===== src/verilog/wdrw_pkg.sv =====
// shared constants and carrier types for the watchdog block
package wdrw_pkg;
  // nominal expiry period without prescale, in microseconds
  localparam int unsigned WDRW_PERIOD_US = 18000;
  // clock rate of the counting oscillator, in MHz
  localparam int unsigned WDRW_CLK_MHZ = 100;
  // nominal period, exactly: whole cycles of the oscillator
  localparam int unsigned WDRW_PERIOD_CYCLES = WDRW_PERIOD_US * WDRW_CLK_MHZ;
  // width of the base period counter
  localparam int unsigned WDRW_BASE_W = 21;
  // width of the shared prescaler count (largest ratio 1:128)
  localparam int unsigned WDRW_PRE_W = 7;
  // width of the prescale ratio field
  localparam int unsigned WDRW_RATIO_W = 3;
  // reset value of the expiry flag: set, no time-out seen
  localparam logic WDRW_FLAG_RST = 1'h1;

  // prescaler configuration as the option register holds it
  typedef struct packed {
    logic to_watchdog; // 1: prescaler serves the watchdog
    logic [WDRW_RATIO_W-1:0] ratio; // power-of-two exponent 0..7
  } wdrw_presc_cfg_t;

  // whole state of the watchdog
  typedef struct packed {
    logic [WDRW_BASE_W-1:0] base_cnt;
    logic [WDRW_PRE_W-1:0] pre_cnt;
    logic expiry_flag;
    logic reset_pulse;
    logic wake_pulse;
  } wdrw_state_t;
endpackage : wdrw_pkg


===== src/verilog/wdrw_watchdog.sv =====
// watchdog timer with reset in run mode and wake-up in sleep mode
`timescale 1ns/1ps
module wdrw_watchdog #(
  parameter int unsigned BASE_CYCLES = wdrw_pkg::WDRW_PERIOD_CYCLES
) (
  // clock and reset; mclk stands for the watchdog's own oscillator
  input wire logic mclk,
  input wire logic reset,
  // configuration fuse, static after power-up
  input wire logic watchdog_enable_fuse,
  // prescaler assignment and ratio from the option register
  input wire wdrw_pkg::wdrw_presc_cfg_t presc_cfg,
  // core state and instruction strobes, one cycle each
  input wire logic core_in_sleep,
  input wire logic clear_watchdog_instr,
  input wire logic sleep_instr,
  // results towards the core
  output logic watchdog_reset,
  output logic watchdog_wake,
  output logic expiry_flag
);

  // refuse periods the base counter cannot hold; checked while elaborating
  if (BASE_CYCLES < 2 || BASE_CYCLES >= (1 << wdrw_pkg::WDRW_BASE_W)) begin : g_bad_period
    $error("BASE_CYCLES out of range");
  end
  // the prescaler count must reach the last value of the largest ratio
  if (wdrw_pkg::WDRW_PRE_W < (1 << wdrw_pkg::WDRW_RATIO_W) - 1) begin : g_bad_presc
    $error("prescaler count too narrow");
  end

  // terminal value of the base counter at the counter's width
  localparam logic [wdrw_pkg::WDRW_BASE_W-1:0] BASE_LAST =
    wdrw_pkg::WDRW_BASE_W'(BASE_CYCLES - 1);

  wdrw_pkg::wdrw_state_t st_reg; // registered state
  wdrw_pkg::wdrw_state_t st_next; // next state
  logic restart; // clear or sleep instruction this cycle
  logic tick; // one prescaled step of the base counter
  logic expire; // base period elapsed this cycle
  logic [wdrw_pkg::WDRW_PRE_W-1:0] pre_mask; // last prescaler count

  // next-state logic
  always_comb begin
    st_next = st_reg;
    restart = clear_watchdog_instr | sleep_instr;
    // ratio 2**n means the prescaler wraps at 2**n - 1
    pre_mask = wdrw_pkg::WDRW_PRE_W'((8'h01 << presc_cfg.ratio) - 8'h01);
    // unassigned prescaler leaves the watchdog at 1:1; a count left above
    // the mask by a smaller ratio ticks at once instead of waiting for a wrap
    tick = ~presc_cfg.to_watchdog | (st_reg.pre_cnt >= pre_mask);
    expire = watchdog_enable_fuse & ~restart & tick & (st_reg.base_cnt == BASE_LAST);
    st_next.reset_pulse = 1'h0;
    st_next.wake_pulse = 1'h0;
    if (!watchdog_enable_fuse) begin
      // a blown fuse holds everything still; no input can restart it
      st_next.base_cnt = '0;
      st_next.pre_cnt = '0;
    end else if (restart) begin
      // counts cleared, assignment bits untouched (they are inputs)
      st_next.base_cnt = '0;
      st_next.pre_cnt = '0;
    end else begin
      // runs regardless of core sleep: this clock never stops
      if (presc_cfg.to_watchdog) begin
        st_next.pre_cnt = tick ? '0 : st_reg.pre_cnt + 1'h1;
      end else begin
        st_next.pre_cnt = '0;
      end
      if (expire) begin
        st_next.base_cnt = '0;
      end else if (tick) begin
        st_next.base_cnt = st_reg.base_cnt + 1'h1;
      end
    end
    if (expire) begin
      // sleep turns the time-out into a wake-up
      st_next.reset_pulse = ~core_in_sleep;
      st_next.wake_pulse = core_in_sleep;
      // hardware clear wins; flag is set again only by power-up reset
      st_next.expiry_flag = 1'h0;
    end
  end

  // state register
  always_ff @(posedge mclk or posedge reset) begin
    if (reset) begin
      st_reg <= '{base_cnt: '0, pre_cnt: '0, expiry_flag: wdrw_pkg::WDRW_FLAG_RST,
                  reset_pulse: 1'h0, wake_pulse: 1'h0};
    end else begin
      st_reg <= st_next;
    end
  end

  // outputs straight from flops
  assign watchdog_reset = st_reg.reset_pulse;
  assign watchdog_wake = st_reg.wake_pulse;
  assign expiry_flag = st_reg.expiry_flag;
endmodule : wdrw_watchdog


===== config.mk =====
export PLATFORM = sky130hd
export DESIGN_NAME = wdrw_watchdog
export DESIGN_NICKNAME = d
export VERILOG_FILES = /design/src/verilog/wdrw_pkg.sv /design/src/verilog/wdrw_watchdog.sv
export SDC_FILE = /design/constraint.sdc
export NUM_CORES = 1
export LEC_CHECK = 0
export ABC_AREA = 1
export BUFFER_PORTS_ARGS = -buffer_cell sky130_fd_sc_hd__buf_2
export CAP_MARGIN = 20
export CORE_AREA = 2 2 71 73
export DETAILED_ROUTE_END_ITERATION = 10
export DIE_AREA = 0 0 73 75
export HOLD_SLACK_MARGIN = 0.12
export PLACE_DENSITY = 0.71
export SETUP_SLACK_MARGIN = 0.3
export SYNTH_ARGS = -nofsm -noshare
export SYNTH_HDL_FRONTEND = slang
export SYNTH_SLANG_ARGS = --single-unit

===== constraint.sdc =====
create_clock -name mclk -period 2.38 [get_ports mclk]
set_input_delay 0.119 -clock mclk [delete_from_list [all_inputs] [get_ports mclk]]
set_output_delay 0.119 -clock mclk [all_outputs]
set_load 0.01 [all_outputs]

==> out/qor.yml <==
clock_tree:
  clock_sinks: 31
  clk_pin_slew_ns: 0.06
  cts_buffers: 5
  h-tree-depth: 2
  tritoncts: "built"
  insertion_delay_ns: 0.28
  cts_root_buf: "clkbuf_8"
  cts_max_path_buffers: 2
routing:
  routedWlPerCell_um: 11.69
  routed_via_density: 4.932
  postRouteAntennaNets: 0
  drc: 0
  dr.pass1.iters: 4
  vias: 1672
  drtIter0Drc: 71
  wl_um: 3963
min_path:
  holdCritPathClass: "input port to register"
  whs_path_depth: 5
placement:
  place_inst: 329
  place.gp.congestion: 0.8295
  dp_slack_ns: 0.6354
  io_buffers: 12
  detailed_place_hpwl_um: 2973
power_and_ir_drop:
  power.switching_uw: 221.0
  pwr_density_cell_nw_per_um2: 432.2
  clkPwrFrac: 0.400
  leakage_nw: 1.041
  switching_share: 0.2263
  combPwrFrac: 0.058
  vdd_drop_max_mv: 0.2892
  p_total_uw: 976.5
  p_int_uw: 755.5
  seq_power_share: 0.542
worst_setup_path:
  cp_slowest_cell: "dfrtp_1"
  critical-path-max-stage-delay_ns: 0.42
  path_buf_inv: 1
  cp-end-kind: "register"
  required_ns: 2.58
  startpoint_type: "register"
  path_depth: 11
  critical_path.most_common_cell: "nand2_1"
  reg2reg_depth: 11
  crit_family: "simple AND/OR/NAND/NOR gates"
  critPathKind: "register to register"
  cp_cell_sequence: "ha_1 > nand2_1 > inv_1 > nand2_1 > nand2_1 > nand2_1 > nand2_2 > nand2_1 > nor2_2 > nand2_1 > o21ai_1"
  cp.arrival_ns: 1.96
  crit_fanout: 6
sta:
  maxSlewViolCount: 0
  fin_ws_ns: 0.6221
  min_period_ns: 1.758
  max_freq_ghz: 0.5689
  slew_headroom: 0.5495
  setup-violations-final: 0
  hold_viol_final: 0
  finalCritPeriodShare: 0.7386
  rsz0062_at_grt: "false"
  skew_ns: 0.01029
  worst_slew_pin_slew_ns: 0.6749
  fin_setup_tns_ns: 0
synthesis:
  syn_nets: 283
  ys_types: 30
  syn-cell-area_um2: 2047
  syn_area_per_cell_um2: 7.754
  synthCells: 264
  synthTopCellsByArea: "dfrtp_1, nand2_1, xor2_1"
  yosys_warnings: 0
  yosys.area.top_type_share: 0.3667
  ys_seq_area_frac: 0.3796
  ys_seq_elements: 31
  synth_top_area_cell: "dfrtp_1"
finish:
  final_core_util: 0.4848
  multiInputGateArea_um2: 1120
  final_nets: 303
  final_cells: 339
  syn_to_final_growth_pct: 10.39
  regArea_um2: 777.0
  fill_cells: 436
  diodes: 0
  largest_register_ff_count: 28
  final_layout_size_suffix_gt1_frac: 0.1754
global_routing:
  grt_pass1_wl_um: 6955
  gr-total-overflow: 0
  antenna_found_initial: 0
  grt_max_degree: 18
  grt_pass1_vias: 1512
  grt_usage: 0.1680
floorplan:
  fp.dieH_um: 75
  core_area_um2: 4661
  fp-row-count: 25
  fp.dieW_um: 73
  start_util: 0.4392
  dieArea_um2: 5475
  ios: 13
run:
  max_cap_viol_count: 0
outcome:
  status: "finished clean"
==> placed cells by master (no fill, tap or decap), drive strengths merged, types with 3 or more instances in the layout <==
cell type,n
inv,30
o22ai,5
clkbuf,8
buf,15
nor2,40
ha,9
nand3,18
xor2,15
nor3,3
nand4,4
a21oi,3
dfrtp,30
o21ai,13
nand2,83
==> cells by family (layout without fill, tap and decap cells) <==
family	after synthesis	count (layout)	share of synthesized area
AO/OA/AOI/OAI	22	22	0.08130
XOR/XNOR	17	17	0.07274
adder cells (fa/ha/maj)	9	9	0.05501
buffers and inverters	34	55	0.07335
flip-flops	31	31	0.3796
AND/OR/NAND/NOR	151	151	0.3380
==> power groups by stage <==
stage               clock network, mW  logic (mW)  registers [mW]
global placement                    0      0.0546           0.539
global route                    0.429      0.0665           0.529
detailed placement                  0      0.0556           0.539
CTS                             0.408      0.0583           0.529
finish                          0.391      0.0568           0.529
floorplan                           0      0.0361           0.538
==> cells in the mapped netlist <==
cell and n:
a21oi_1 3, buf_12 1, buf_2 1, buf_4 1
clkbuf_2 1, dfrtp_1 30, dfstp_2 1, ha_1 9
inv_1 28, inv_2 2, nand2_1 78, nand2_2 5
nand3_1 14, nand3_2 2, nand3_4 2, nand3b_1 2
nand4_1 4, nor2_1 32, nor2_2 6, nor2_4 2
nor3_1 3, nor3b_1 1, o21ai_0 5, o21ai_1 2
o21ai_2 6, o21bai_1 1, o22ai_1 1, o22ai_2 4
xnor2_1 2, xor2_1 15
==> per-stage QoR <==
| step | hold slack, ns | cell area [µm²] |
|---|---|---|
| after floorplan | 0.1925 | 2047 |
| after global placement | 0.2665 | 2160 |
| after detailed placement | 0.2616 | 2160 |
| after CTS | 0.3409 | 2260 |
| after global routing | 0.3793 | 2260 |
| final | 0.3418 | 2260 |
==> routing by layer <==
metal / up-vias / GRT usage / routed length [µm]
li1: 874 / - / -
met1: 757 / 0.2331 / 2025
met2: 32 / 0.2482 / 1657
met3: 9 / 0.04150 / 178
met4: 0 / 0.07613 / 102
met5: - / 0 / 0
==> tightest hold or removal path: stages <==
cell	delay (ns)
buf_2	0.10
inv_1	0.05
nor2_2	0.06
nand2_1	0.19
nor3_1	0.06
==> path summary, 6_finish.rpt <==
kind,end,from,slack (ns)
max,st_reg[26],st_reg[5],0.62
min,watchdog_reset,watchdog_enable_fuse,0.34
max reg2reg,st_reg[26],st_reg[5],0.62
min reg2reg,expiry_flag,expiry_flag,0.46
max in group asynchronous,expiry_flag,reset,1.24
min in group asynchronous,st_reg[15],reset,0.47
==> final cells by class <==
| cell class | count | share of cell area |
|---|---|---|
| tap | 54 | 0.02990 |
| multi-input combinational | 199 | 0.4956 |
| clock buffer | 8 | 0.03544 |
| timing repair buffer | 17 | 0.04540 |
| inverter | 30 | 0.04983 |
| sequential | 31 | 0.3439 |
==> repair_timing <==
item                                   in CTS  in global routing
setup endpoints to repair                   0                  0
setup buffers                               0                  0
hold buffers                                2                  0
endpoints found under the hold margin      17                  0
gates resized for setup                     0                  0
(Power assumes the default switching activity.)
